[src/design/tmc_pkg.sv]
// Constants shared by the timer/capture block and its testbench.
// Assumes a 32-bit APB bus with byte addresses and one word per register.
package tmc_pkg;

   // Bus and counter sizes
   localparam int TMC_ADDR_W = 8;
   localparam int TMC_CNT_W = 16;

   // Register byte offsets
   localparam logic [7:0] TMC_OFF_CTRL = 8'h00;
   localparam logic [7:0] TMC_OFF_CNT = 8'h04;
   localparam logic [7:0] TMC_OFF_RA = 8'h08;
   localparam logic [7:0] TMC_OFF_RB = 8'h0c;
   localparam logic [7:0] TMC_OFF_CMP = 8'h10;
   localparam logic [7:0] TMC_OFF_STAT = 8'h14;

   // Control register fields
   localparam int TMC_CTRL_ENB_BIT = 0;
   localparam int TMC_CTRL_PNDB_BIT = 1;
   localparam int TMC_CTRL_ENA_BIT = 2;
   localparam int TMC_CTRL_PNDA_BIT = 3;
   localparam int TMC_CTRL_RUN_BIT = 4;
   localparam int TMC_CTRL_MODE_LSB = 5;

   // Comparator routing fields
   localparam int TMC_CMP_EN_BIT = 0;
   localparam int TMC_CMP_SEL_BIT = 1;

   // Status fields
   localparam int TMC_STAT_PWM_BIT = 0;
   localparam int TMC_STAT_PINA_BIT = 1;
   localparam int TMC_STAT_PINB_BIT = 2;
   localparam int TMC_STAT_RLDB_BIT = 3;

   // Reset values
   localparam logic [2:0] TMC_MODE_RST = 3'h0;
   localparam logic TMC_FLAG_RST = 1'b0;
   localparam logic [15:0] TMC_CNT_RST = 16'h0000;

   // Mode codes, {bit7, bit6, bit5}
   localparam logic [2:0] TMC_MODE_PWM_TGL = 3'h5;
   localparam logic [2:0] TMC_MODE_PWM = 3'h4;
   localparam logic [2:0] TMC_MODE_EVT_RISE = 3'h0;
   localparam logic [2:0] TMC_MODE_EVT_FALL = 3'h1;
   localparam logic [2:0] TMC_MODE_CAP_RR = 3'h2;
   localparam logic [2:0] TMC_MODE_CAP_RF = 3'h6;
   localparam logic [2:0] TMC_MODE_CAP_FF = 3'h3;
   localparam logic [2:0] TMC_MODE_CAP_FF2 = 3'h7;

endpackage

[src/design/tmc_edge_sync.sv]
// Two-flop synchroniser with rise and fall pulse outputs.
// Assumes the pin is asynchronous to clk; pulses last one clk cycle.
`timescale 1ns/1ns
module tmc_edge_sync (
   // Clock and reset
   input wire logic clk,
   input wire logic rst_n,
   // Raw pin
   input wire logic pin,
   // Synchronised level and edges
   output logic level,
   output logic rise,
   output logic fall
);

   logic meta_r;
   logic sync_r;
   logic prev_r;

   // Only sync_r reads meta_r; edges look at sync_r and prev_r
   always_ff @(posedge clk or negedge rst_n) begin
      if (!rst_n) begin
         meta_r <= 1'b0;
         sync_r <= 1'b0;
         prev_r <= 1'b0;
      end else begin
         meta_r <= pin;
         sync_r <= meta_r;
         prev_r <= sync_r;
      end
   end

   // One pulse per external edge [RULE22]
   assign level = sync_r;
   assign rise = sync_r & ~prev_r;
   assign fall = ~sync_r & prev_r;

endmodule

[src/design/tmc_timer.sv]
// Sixteen-bit timer with PWM, event count and dual capture modes.
// Assumes an APB master on pclk and asynchronous pins a, b and comparator.
// What this block does
// RULE1: Event mode counts down on pin A edges, not on the clock.
// RULE2: Event mode code picks rising or falling pin A edge.
// RULE3: Event mode underflow sets pending A; request only with enable A.
// RULE4: Event mode pin B rising edge sets pending B; gated by enable B.
// RULE5: Event mode never drives pin A as an output.
// RULE6: Capture mode counter runs every clock regardless of pins.
// RULE7: Capture copies counter into reg A or B on selected pin edges.
// RULE8: Pin A and pin B capture edges are chosen independently; code 011 gives B falling here, so A fall with B rise is not selectable.
// RULE9: Capture on A sets pending A, on B sets pending B, each gated.
// RULE10: Instance 2 may feed comparator output into capture input B.
// RULE11: Capture mode underflow sets the run bit, shares enable A.
// RULE12: Software clears the run bit when entering capture mode.
// RULE13: Software checks pending A and run bit on capture interrupt A.
// RULE14: In PWM and event modes run bit 1 starts, 0 stops counter.
// RULE15: Enables gate requests; pending flags latch regardless.
// RULE16: Codes 101 and 100 are PWM with and without pin A toggle.
// RULE17: Codes 000 and 001 select event counting mode.
// RULE18: Capture codes 010, 110, 011, 111 map to fixed edge pairs.
// RULE19: PWM first reload comes from reg A, then alternates B and A.
// RULE20: Pending flags stay set until software clears them.
// RULE21: Comparator routing only while comparator enable is set.
// RULE22: Pins are synchronised and edge detected, one event per edge.
// RULE23: Stopped PWM or event counter holds values, makes no underflow.
//
// The APB register port and the register addresses were decided locally.
`timescale 1ns/1ns
module tmc_timer #(
   parameter int INSTANCE = 1,
   parameter int WIDTH = tmc_pkg::TMC_CNT_W
) (
   // Clock and reset
   input wire logic pclk,
   input wire logic presetn,
   // APB slave
   input wire logic psel,
   input wire logic penable,
   input wire logic pwrite,
   input wire logic [tmc_pkg::TMC_ADDR_W-1:0] paddr,
   input wire logic [31:0] pwdata,
   output logic [31:0] prdata,
   output logic pready,
   output logic pslverr,
   // Timer pins
   input wire logic timer_pin_a_in,
   output logic timer_pin_a_out,
   output logic timer_pin_a_oe,
   input wire logic timer_pin_b_in,
   input wire logic comparator_out,
   // Interrupt requests
   output logic irq_a,
   output logic irq_b
);
   import tmc_pkg::*;

   // Width must fit a data word and leave a countable range
   if (WIDTH < 2 || WIDTH > 32 || INSTANCE < 1 || INSTANCE > 3) begin : g_bad
      $error("tmc_timer: unsupported WIDTH or INSTANCE");
   end

   // Mode class decoding, used by the count and flag logic
   function automatic logic is_pwm(input logic [2:0] m);
      return m[2] & ~m[1];
   endfunction

   function automatic logic is_evt(input logic [2:0] m);
      return ~m[2] & ~m[1];
   endfunction

   function automatic logic is_cap(input logic [2:0] m);
      return m[1];
   endfunction

   // Pick one edge pulse by polarity select
   function automatic logic pick_edge(input logic r, input logic f,
                                      input logic use_fall);
      return use_fall ? f : r;
   endfunction

   // Control and data state
   logic [2:0] mode_r;
   logic run_uf_r;
   logic pend_a_r;
   logic pend_b_r;
   logic en_a_r;
   logic en_b_r;
   logic [WIDTH-1:0] cnt_r;
   logic [WIDTH-1:0] ra_r;
   logic [WIDTH-1:0] rb_r;
   logic cmp_en_r;
   logic cmp_sel_r;
   logic reload_b_r;
   logic pwm_out_r;
   logic [31:0] prdata_r;
   logic [31:0] rd_nxt;

   // Bus decode
   logic setup;
   logic access;
   logic wr;
   logic hit_ctrl;
   logic hit_cnt;
   logic hit_ra;
   logic hit_rb;
   logic hit_cmp;
   logic hit_stat;
   logic mapped;
   logic wr_ctrl;
   logic wr_cnt;
   logic wr_ra;
   logic wr_rb;
   logic wr_cmp;

   assign setup = psel & ~penable;
   assign access = psel & penable;
   assign wr = access & pwrite;
   assign hit_ctrl = paddr == TMC_OFF_CTRL;
   assign hit_cnt = paddr == TMC_OFF_CNT;
   assign hit_ra = paddr == TMC_OFF_RA;
   assign hit_rb = paddr == TMC_OFF_RB;
   assign hit_cmp = paddr == TMC_OFF_CMP;
   assign hit_stat = paddr == TMC_OFF_STAT;
   assign mapped = hit_ctrl | hit_cnt | hit_ra | hit_rb | hit_cmp | hit_stat;
   assign wr_ctrl = wr & hit_ctrl;
   assign wr_cnt = wr & hit_cnt;
   assign wr_ra = wr & hit_ra;
   assign wr_rb = wr & hit_rb;
   assign wr_cmp = wr & hit_cmp;

   // Zero wait states; unmapped addresses answer with an error
   assign pready = 1'b1;
   assign pslverr = access & ~mapped;
   assign prdata = prdata_r;

   // Pin synchronisers and edge detectors
   logic pa_level;
   logic pa_rise;
   logic pa_fall;
   logic pb_level;
   logic pb_rise;
   logic pb_fall;
   logic cp_rise;
   logic cp_fall;

   tmc_edge_sync u_pin_a (
      .clk(pclk),
      .rst_n(presetn),
      .pin(timer_pin_a_in),
      .level(pa_level),
      .rise(pa_rise),
      .fall(pa_fall)
   );

   tmc_edge_sync u_pin_b (
      .clk(pclk),
      .rst_n(presetn),
      .pin(timer_pin_b_in),
      .level(pb_level),
      .rise(pb_rise),
      .fall(pb_fall)
   );

   tmc_edge_sync u_cmp (
      .clk(pclk),
      .rst_n(presetn),
      .pin(comparator_out),
      .level(),
      .rise(cp_rise),
      .fall(cp_fall)
   );

   // Event derivation
   logic cmp_route;
   logic b_rise;
   logic b_fall;
   logic pwm;
   logic evt;
   logic cap;
   logic a_trig;
   logic b_trig;
   logic tick;
   logic uflow;
   logic cap_a;
   logic cap_b;
   logic set_pa;
   logic set_pb;
   logic set_uf;

   // Comparator replaces pin B only on instance 2 [RULE10] [RULE21]
   assign cmp_route = (INSTANCE == 2) & cmp_en_r & cmp_sel_r;
   assign b_rise = cmp_route ? cp_rise : pb_rise;
   assign b_fall = cmp_route ? cp_fall : pb_fall;

   // Mode classes [RULE16] [RULE17] [RULE18]
   assign pwm = is_pwm(mode_r);
   assign evt = is_evt(mode_r);
   assign cap = is_cap(mode_r);

   // Low mode bit picks the A edge in event and capture [RULE2] [RULE8]
   assign a_trig = pick_edge(pa_rise, pa_fall, mode_r[0]);
   // B falls for codes 110, 011 and 111 [RULE8] [RULE18]
   assign b_trig = pick_edge(b_rise, b_fall, mode_r[2] | mode_r[0]);

   // Count source: clock in capture, run bit gates PWM and event
   assign tick = cap | (run_uf_r & (pwm | (evt & a_trig))); // [RULE1] [RULE6] [RULE14] [RULE23]
   assign uflow = tick & (cnt_r == '0);
   assign cap_a = cap & a_trig; // [RULE7]
   assign cap_b = cap & b_trig; // [RULE7]

   // Hardware set terms per mode
   always_comb begin
      set_pa = 1'b0;
      set_pb = 1'b0;
      if (pwm) begin
         set_pa = uflow & ~reload_b_r; // [RULE16]
         set_pb = uflow & reload_b_r; // [RULE16]
      end else if (evt) begin
         set_pa = uflow; // [RULE3]
         set_pb = b_rise; // [RULE4]
      end else begin
         set_pa = cap_a; // [RULE9]
         set_pb = cap_b; // [RULE9]
      end
   end
   assign set_uf = cap & uflow; // [RULE11]

   // Mode and enables, written by software only
   always_ff @(posedge pclk or negedge presetn) begin
      if (!presetn) begin
         mode_r <= TMC_MODE_RST;
         en_a_r <= TMC_FLAG_RST;
         en_b_r <= TMC_FLAG_RST;
      end else if (wr_ctrl) begin
         mode_r <= pwdata[TMC_CTRL_MODE_LSB +: 3];
         en_a_r <= pwdata[TMC_CTRL_ENA_BIT];
         en_b_r <= pwdata[TMC_CTRL_ENB_BIT];
      end
   end

   // Sticky flags: a hardware set wins over a same-cycle clear
   always_ff @(posedge pclk or negedge presetn) begin
      if (!presetn) begin
         pend_a_r <= TMC_FLAG_RST;
         pend_b_r <= TMC_FLAG_RST;
         run_uf_r <= TMC_FLAG_RST;
      end else begin
         pend_a_r <= set_pa |
            (wr_ctrl ? pwdata[TMC_CTRL_PNDA_BIT] : pend_a_r); // [RULE20]
         pend_b_r <= set_pb |
            (wr_ctrl ? pwdata[TMC_CTRL_PNDB_BIT] : pend_b_r); // [RULE20]
         run_uf_r <= set_uf |
            (wr_ctrl ? pwdata[TMC_CTRL_RUN_BIT] : run_uf_r); // [RULE11] [RULE14]
      end
   end

   // Counter: software write wins, else reload or count down
   always_ff @(posedge pclk or negedge presetn) begin
      if (!presetn) begin
         cnt_r <= WIDTH'(TMC_CNT_RST);
      end else if (wr_cnt) begin
         cnt_r <= pwdata[WIDTH-1:0];
      end else if (uflow & ~cap) begin
         cnt_r <= (pwm & reload_b_r) ? rb_r : ra_r; // [RULE19]
      end else if (tick) begin
         cnt_r <= cnt_r - WIDTH'(1); // [RULE1] [RULE6]
      end
   end

   // Reload order restarts from reg A whenever a control write changes the mode
   always_ff @(posedge pclk or negedge presetn) begin
      if (!presetn) begin
         reload_b_r <= TMC_FLAG_RST;
      end else if (wr_ctrl & (pwdata[TMC_CTRL_MODE_LSB +: 3] != mode_r)) begin
         reload_b_r <= 1'b0;
      end else if (pwm & uflow) begin
         reload_b_r <= ~reload_b_r; // [RULE19]
      end
   end

   // Reload/capture registers; a bus write wins over a capture
   always_ff @(posedge pclk or negedge presetn) begin
      if (!presetn) begin
         ra_r <= WIDTH'(TMC_CNT_RST);
         rb_r <= WIDTH'(TMC_CNT_RST);
      end else begin
         if (wr_ra) begin
            ra_r <= pwdata[WIDTH-1:0];
         end else if (cap_a) begin
            ra_r <= cnt_r; // [RULE7]
         end
         if (wr_rb) begin
            rb_r <= pwdata[WIDTH-1:0];
         end else if (cap_b) begin
            rb_r <= cnt_r; // [RULE7]
         end
      end
   end

   // Comparator routing controls
   always_ff @(posedge pclk or negedge presetn) begin
      if (!presetn) begin
         cmp_en_r <= TMC_FLAG_RST;
         cmp_sel_r <= TMC_FLAG_RST;
      end else if (wr_cmp) begin
         cmp_en_r <= pwdata[TMC_CMP_EN_BIT];
         cmp_sel_r <= pwdata[TMC_CMP_SEL_BIT];
      end
   end

   // PWM waveform toggles on every underflow in the toggle mode
   always_ff @(posedge pclk or negedge presetn) begin
      if (!presetn) begin
         pwm_out_r <= TMC_FLAG_RST;
      end else if ((mode_r == TMC_MODE_PWM_TGL) & uflow) begin
         pwm_out_r <= ~pwm_out_r; // [RULE16]
      end
   end

   // Pin A drives only in toggle PWM; it is an input otherwise [RULE5]
   assign timer_pin_a_out = pwm_out_r;
   assign timer_pin_a_oe = (mode_r == TMC_MODE_PWM_TGL);

   // Requests: capture underflow shares enable A [RULE11] [RULE15]
   assign irq_a = en_a_r & (pend_a_r | (cap & run_uf_r)); // [RULE3] [RULE9]
   assign irq_b = en_b_r & pend_b_r; // [RULE4] [RULE9] [RULE15]

   // Read mux, sampled in the setup cycle so data comes from a flop
   always_comb begin
      rd_nxt = 32'h0000_0000;
      if (hit_ctrl) begin
         rd_nxt[TMC_CTRL_MODE_LSB +: 3] = mode_r;
         rd_nxt[TMC_CTRL_RUN_BIT] = run_uf_r;
         rd_nxt[TMC_CTRL_PNDA_BIT] = pend_a_r;
         rd_nxt[TMC_CTRL_ENA_BIT] = en_a_r;
         rd_nxt[TMC_CTRL_PNDB_BIT] = pend_b_r;
         rd_nxt[TMC_CTRL_ENB_BIT] = en_b_r;
      end else if (hit_cnt) begin
         rd_nxt[WIDTH-1:0] = cnt_r;
      end else if (hit_ra) begin
         rd_nxt[WIDTH-1:0] = ra_r;
      end else if (hit_rb) begin
         rd_nxt[WIDTH-1:0] = rb_r;
      end else if (hit_cmp) begin
         rd_nxt[TMC_CMP_EN_BIT] = cmp_en_r;
         rd_nxt[TMC_CMP_SEL_BIT] = cmp_sel_r;
      end else if (hit_stat) begin
         rd_nxt[TMC_STAT_PWM_BIT] = pwm_out_r;
         rd_nxt[TMC_STAT_PINA_BIT] = pa_level;
         rd_nxt[TMC_STAT_PINB_BIT] = pb_level;
         rd_nxt[TMC_STAT_RLDB_BIT] = reload_b_r;
      end
   end

   // Counter may move between setup and access; the setup value is read
   always_ff @(posedge pclk or negedge presetn) begin
      if (!presetn) begin
         prdata_r <= 32'h0000_0000;
      end else if (setup & ~pwrite) begin
         prdata_r <= rd_nxt;
      end
   end
endmodule

[config.mk]
export PLATFORM = sky130hd
export DESIGN_NAME = tmc_timer
export DESIGN_NICKNAME = d
export VERILOG_FILES = /design/src/design/tmc_pkg.sv /design/src/design/tmc_edge_sync.sv /design/src/design/tmc_timer.sv
export SDC_FILE = /design/constraint.sdc
export NUM_CORES = 1
export LEC_CHECK = 0
export BUFFER_PORTS_ARGS = -buffer_cell sky130_fd_sc_hd__buf_2
export CAP_MARGIN = 20
export CORE_MARGIN = 1
export CORE_UTILIZATION = 50
export CTS_BUF_LIST = sky130_fd_sc_hd__clkbuf_8
export DETAILED_ROUTE_END_ITERATION = 6
export GPL_TIMING_DRIVEN = 0
export PLACE_DENSITY = 0.7
export SLEW_MARGIN = 20
export SYNTH_ARGS = -nofsm -noshare
export SYNTH_HDL_FRONTEND = slang
export SYNTH_SLANG_ARGS = --single-unit
[constraint.sdc]
create_clock -name pclk -period 3.81 [get_ports pclk]
set_input_delay 0.762 -clock pclk [delete_from_list [all_inputs] [get_ports pclk]]
set_output_delay 0.762 -clock pclk [all_outputs]
set_load 0.02 [all_outputs]
After elaboration in Yosys (flattened, before gate mapping). Index checks and enable logic that the tools add are counted.

Reductions and logical operators: 6. Mux-type cells: 28. Add/subtract/negate cells: 1. Equal/unequal tests: 7. Bitwise operators: 55.

Operator list (count): two-way mux 16 bit (10); AND 1 bit (32); == test 8 x 4 -> 1 bit, second input constant (2); == test 8 x 5 -> 1 bit, second input constant (2); logical NOT 16 bit (1); two-way mux 8 bit (2); subtractor 16 x 1 -> 16 bit, second input constant (1); two-way mux 12 bit (1); bitwise OR 1 bit (12); two-way mux 1 bit (11); NOT 1 bit (11); == test 8 x 3 -> 1 bit, second input constant (1); logical NOT 8 bit (1); two-way mux 4 bit (2); nonzero test 2 bit (3); two-way mux 2 bit (2); == test 3 bit, second input constant (1); != test 3 bit (1); nonzero test 3 bit (1).

Input port bits: 48. Output and inout port bits: 38. Logic and storage cells: 117. Register bits: 82.

Logic depth before layout (Yosys ltp).
Depth in word-level cells: 11. Depth in mapped cells: 9. Mapped depth without buffers: 7.

By module. Synthesis repeated with hierarchy kept, for this count alone.

Cells, all modules: 539. Area, all modules: 5073.6 sq um.

By module, submodules not included: tmc_timer (sequential area each 1901.8 sq um, area each 4893.4 sq um, times used 1, cells an instance 529); tmc_edge_sync (sequential area each 75.1 sq um, area each 90.1 sq um, times used 2, cells an instance 5).

Worst setup path before layout. No wires, ideal clock.

Path kind: in2out. Start point: in paddr[3] (netlist bit). End point: out pslverr. Cell stages on the path: 5. Data required time: 3.048 ns. Arrival time: 1.823 ns. Buffers on the path: 2. Path slack: 1.225 ns. Cells stage by stage: buf_1 > clkbuf_1 > nand2_1 > nand2_1 > and3_1.

Longest elaborated chain between the ends: 8. Elaborated cells on any way between the ends: 13. Those cells by class: eq/ne (5); bitwise (7); reduce/logical (1).

Ends and longest elaborated chain: start, declared (line tmc_timer.sv:41) `input wire logic [tmc_pkg::TMC_ADDR_W-1:0] paddr,`; == test 8 x 3 -> 1 bit or logical NOT 8 bit (tied branches) (line tmc_timer.sv:120, tmc_timer.sv:119); bitwise OR 1 bit (4 in series) (line tmc_timer.sv:125) `assign mapped = hit_ctrl | hit_cnt | hit_ra | hit_rb | hit_cmp | hit_stat;`; bitwise OR 1 bit (*) (line tmc_timer.sv:125); NOT 1 bit (*) (line tmc_timer.sv:134) `assign pslverr = access & ~mapped;`; AND 1 bit (*) (line tmc_timer.sv:134); end, declared (line tmc_timer.sv:45) `output logic pslverr,`.

Every way passes the cells marked *; elsewhere a longest branch is shown, timed or not.

Worst setup path after layout. Ends and elaborated chain as after synthesis.

==> results.md <==
* Y dimension of the die at 102 um
* Most used standard cell by instance count after synthesis: sky130_fd_sc_hd__dfrtp_1
* Final Critical Period at 3.30 ns
* Classification of the worst-slack hold path: input port to asynchronous set/reset pin
* Slowest stage delay, CP at 0.56 ns
* Peak supply drop at 0.206 mV
* Final routed wirelength across all metal layers at 14600 um
* Combined buffer and inverter count along the critical path at 4
* Number of H-tree levels at 3
* DR iter-0 viols at 389
* Worst-margin pin slew at 1.00 ns
* Leakage power total at 2.65 nW
* Async set-reset flop share out of synthesis at 1.00
* Synthesized area per cell at 9.18 um^2
* Synthesis-stage register bit count at 82
* Clk_lat worst skew at 0.38 ns
* Number of max-cap violations at 0
* Number of setup buffers added after CTS at 0
* Via count of the routed design at 4528
* Count of unique library cells instantiated by Yosys at 65
* Routability congestion estimate from global placement at 0.920
* IO Pins at 86
* Detailed route wirelength on metal3 at 1290 um
* Number of buffers created by CTS at 9
* Routed length on met2 at 6610 um
* Global-route usage over all layers at 0.298
* First-pass iteration count of the detailed router at 5
* Number of warning messages in the yosys log at 0
* Signed area change from the synthesized netlist to the final layout at 13.6%
* Utilization of the core after routing at 0.585
* Routed len/inst at 19.2 um
* Critical path launch point type: input port
* Total Die Area at 10500 um^2
* Clock Tree Buf Depth at 2
* Final TNS setup at 0 ns
* Critical Path Slowest Stage Cell: sky130_fd_sc_hd__buf_1
* Final hold violation count at 0
* Total global routing overflow at 0
* Fin crit share at 0.866
* Highest clock rate at 0.303 GHz
* Clock slew at the register clock pins of the worst setup and hold paths at 0.09 ns
* Share of post-route cells with drive strength above 1 at 0.207
* Portion of the post-synthesis area used by sequential elements at 0.408
* Final number of max-transition violations at 0
* Final Skew at 0.0140 ns
* Total power after layout at 2.34 mW
* Data arrival time at the worst-slack endpoint at 2.54 ns
* Die extent in x at 102 um
* Setup-violating endpoint count in the final report at 0
* Fin nets at 673
* Met1 wire length at 6260 um
* Pin count of the biggest net entering global routing at 56
* Kind of critical path: input port to primary output
* Drt via density at 5.94
* Cell types with the largest area share after synthesis: sky130_fd_sc_hd__dfrtp_1, sky130_fd_sc_hd__mux2i_1, sky130_fd_sc_hd__o21ai_0, sky130_fd_sc_hd__nand2_1, sky130_fd_sc_hd__a21oi_1
* Antenna diodes at 0
* First-pass GRT wire length at 23000 um
* Via count of the first global-routing pass at 4257
* Max Fanout on Critical Path at 10
* Run status: finished, final reports clean
* RSZ-0062 raised after global routing: false
* Final-layout fill cell count at 886
* Clock tree from TritonCTS: built
* Crit-path leading delay family: buffers and inverters
* Post-Place Worst Slack at 0.537 ns
* Number of remaining DRC errors at 0
* Capturing element type of the critical path: primary output
* IO buf count at 49
* Area share of the leading cell type in the synthesized netlist at 0.408
* Antenna Nets Post-Route at 0
* Library cell used as clock root buffer: sky130_fd_sc_hd__clkbuf_8
* Tightest slew margin relative to the limit at 0.333
* Flip-flop cell with the highest count after synthesis: sky130_fd_sc_hd__dfrtp_1
* Area of the core at 9770 um^2
* Number of gates resized after cts at 0
* Required time of the critical path at 3.05 ns
* Initial core utilization at 0.515
* Cell Pwr Density at 410 nW/um^2
* Number of hold buffers added after CTS at 0
* Number of enable flip-flop cells after synthesis at 0
* Leading area contributor after synthesis: sky130_fd_sc_hd__dfrtp_1
* Worst Slack Setup Final at 0.510 ns
* Cell count after synthesis at 548
* Detailed placer's ending HPWL at 10400 um
* Syn Std Cell Area at 5030 um^2
* Site Rows at 36
* CTS Sinks at 82
* Antenna violations before repair at 0
* CP cell instances: buf_2 > buf_1 > clkbuf_1 > nand2_1 > nand2_1 > and3_1 > buf_2
* Highest metal layer with signal wires: met4
* Commonest cells post-synth: sky130_fd_sc_hd__dfrtp_1, sky130_fd_sc_hd__nand2_1, sky130_fd_sc_hd__o21ai_0, sky130_fd_sc_hd__nor2_1, sky130_fd_sc_hd__a21oi_1
[state kept, by name, indices dropped and copies added (netlist names)]
| name | cells |
|---|---|
| u_pin_b.level | 1 |
| u_pin_b.prev_r | 1 |
| en_a_r | 1 |
| run_uf_r | 1 |
| timer_pin_a_out | 1 |
| cmp_sel_r | 1 |
| u_pin_b.meta_r | 1 |
| u_pin_a.prev_r | 1 |
| u_pin_a.meta_r | 1 |
| cnt_r | 16 |
| cmp_en_r | 1 |
| reload_b_r | 1 |
| pend_a_r | 1 |
| ra_r | 16 |
| pend_b_r | 1 |
| mode_r | 3 |
| rb_r | 16 |
| en_b_r | 1 |
| u_pin_a.level | 1 |
| prdata | 16 |
[stage by stage]
step	cells	instance area [um^2]	hold slack, ns
global route	762	5720	0.317
CTS	762	5720	0.308
detailed placement	746	5530	0.344
global placement	745	5500	0.334
floorplan	563	5090	0.331
finish	762	5720	0.294
[report_power, final]
| part | internal [mW] | switching, mW | total [mW] |
|---|---|---|---|
| Clock | 0.296 | 0.337 | 0.633 |
| Sequential | 0.966 | 0.0732 | 1.04 |
| Combinational | 0.283 | 0.389 | 0.672 |
| Total | 1.55 | 0.800 | 2.34 |
[cell usage in the layout (no fill, tap or decap), drive strengths merged, types with 5 or more instances in the layout]
master,n
xor2,5
a31oi,6
nor3b,6
a21oi,43
nor2,47
buf,87
inv,14
xnor2,8
nor3,10
o21ai,53
conb,17
mux2i,41
mux2,15
a22oi,6
dfrtp,82
nor4,7
clkbuf,33
nand2,60
nand3,11
a211oi,7
[kinds of logic (layout without fill, tap and decap cells)]
logic type,count (synthesis),after routing,share of synthesized area
AND/OR/NAND/NOR,174,174,0.177
buffers and inverters,73,139,0.0840
XOR/XNOR,13,13,0.0226
multiplexers,60,60,0.134
flip-flops,82,82,0.408
AO/OA/AOI/OAI,143,143,0.171
other,2,17,0.00149
adder cells (fa/ha/maj),1,1,0.00249
[final cells by class]
class	count	area, um^2	area share
buffer	61	378	0.0661
timing repair buffer	50	275	0.0482
tap	133	166	0.0291
multi-input combinational	408	2610	0.457
inverter	12	45.0	0.00788
sequential	82	2050	0.359
clock inverter	7	62.6	0.0109
clock buffer	9	124	0.0217
[worst reg2reg max path: cells and delay by family (launching register included)]
kind | cells | cell delay (ns)
DFF | 1 | 0.40
and+or+nand+nor | 3 | 1.18
AOI/OAI and AO/OA | 2 | 0.51
buffers and inverters | 1 | 0.15
adders and majority gates | 1 | 0.29
[per-layer routing]
layer,track usage,up-vias
li1,-,2080
met1,0.402,2176
met2,0.453,232
met3,0.0670,40
met4,0.145,0
met5,0,-
[final timing paths]
| kind | start | to | slack [ns] | cells after the start |
|---|---|---|---|---|
| min reg2reg | u_pin_a.meta_r | u_pin_a.level | 0.36 | 0 |
| max | paddr[3] | pslverr | 0.51 | 7 |
| min | presetn | prdata[10] | 0.29 | 1 |
| max reg2reg | cnt_r[0] | cnt_r[12] | 1.18 | 7 |
| max in group asynchronous | presetn | u_pin_b.level | 2.89 | 2 |
| min in group pclk | u_pin_a.meta_r | u_pin_a.level | 0.36 | 0 |
No activity file was read; power rests on OpenSTA's default activity.
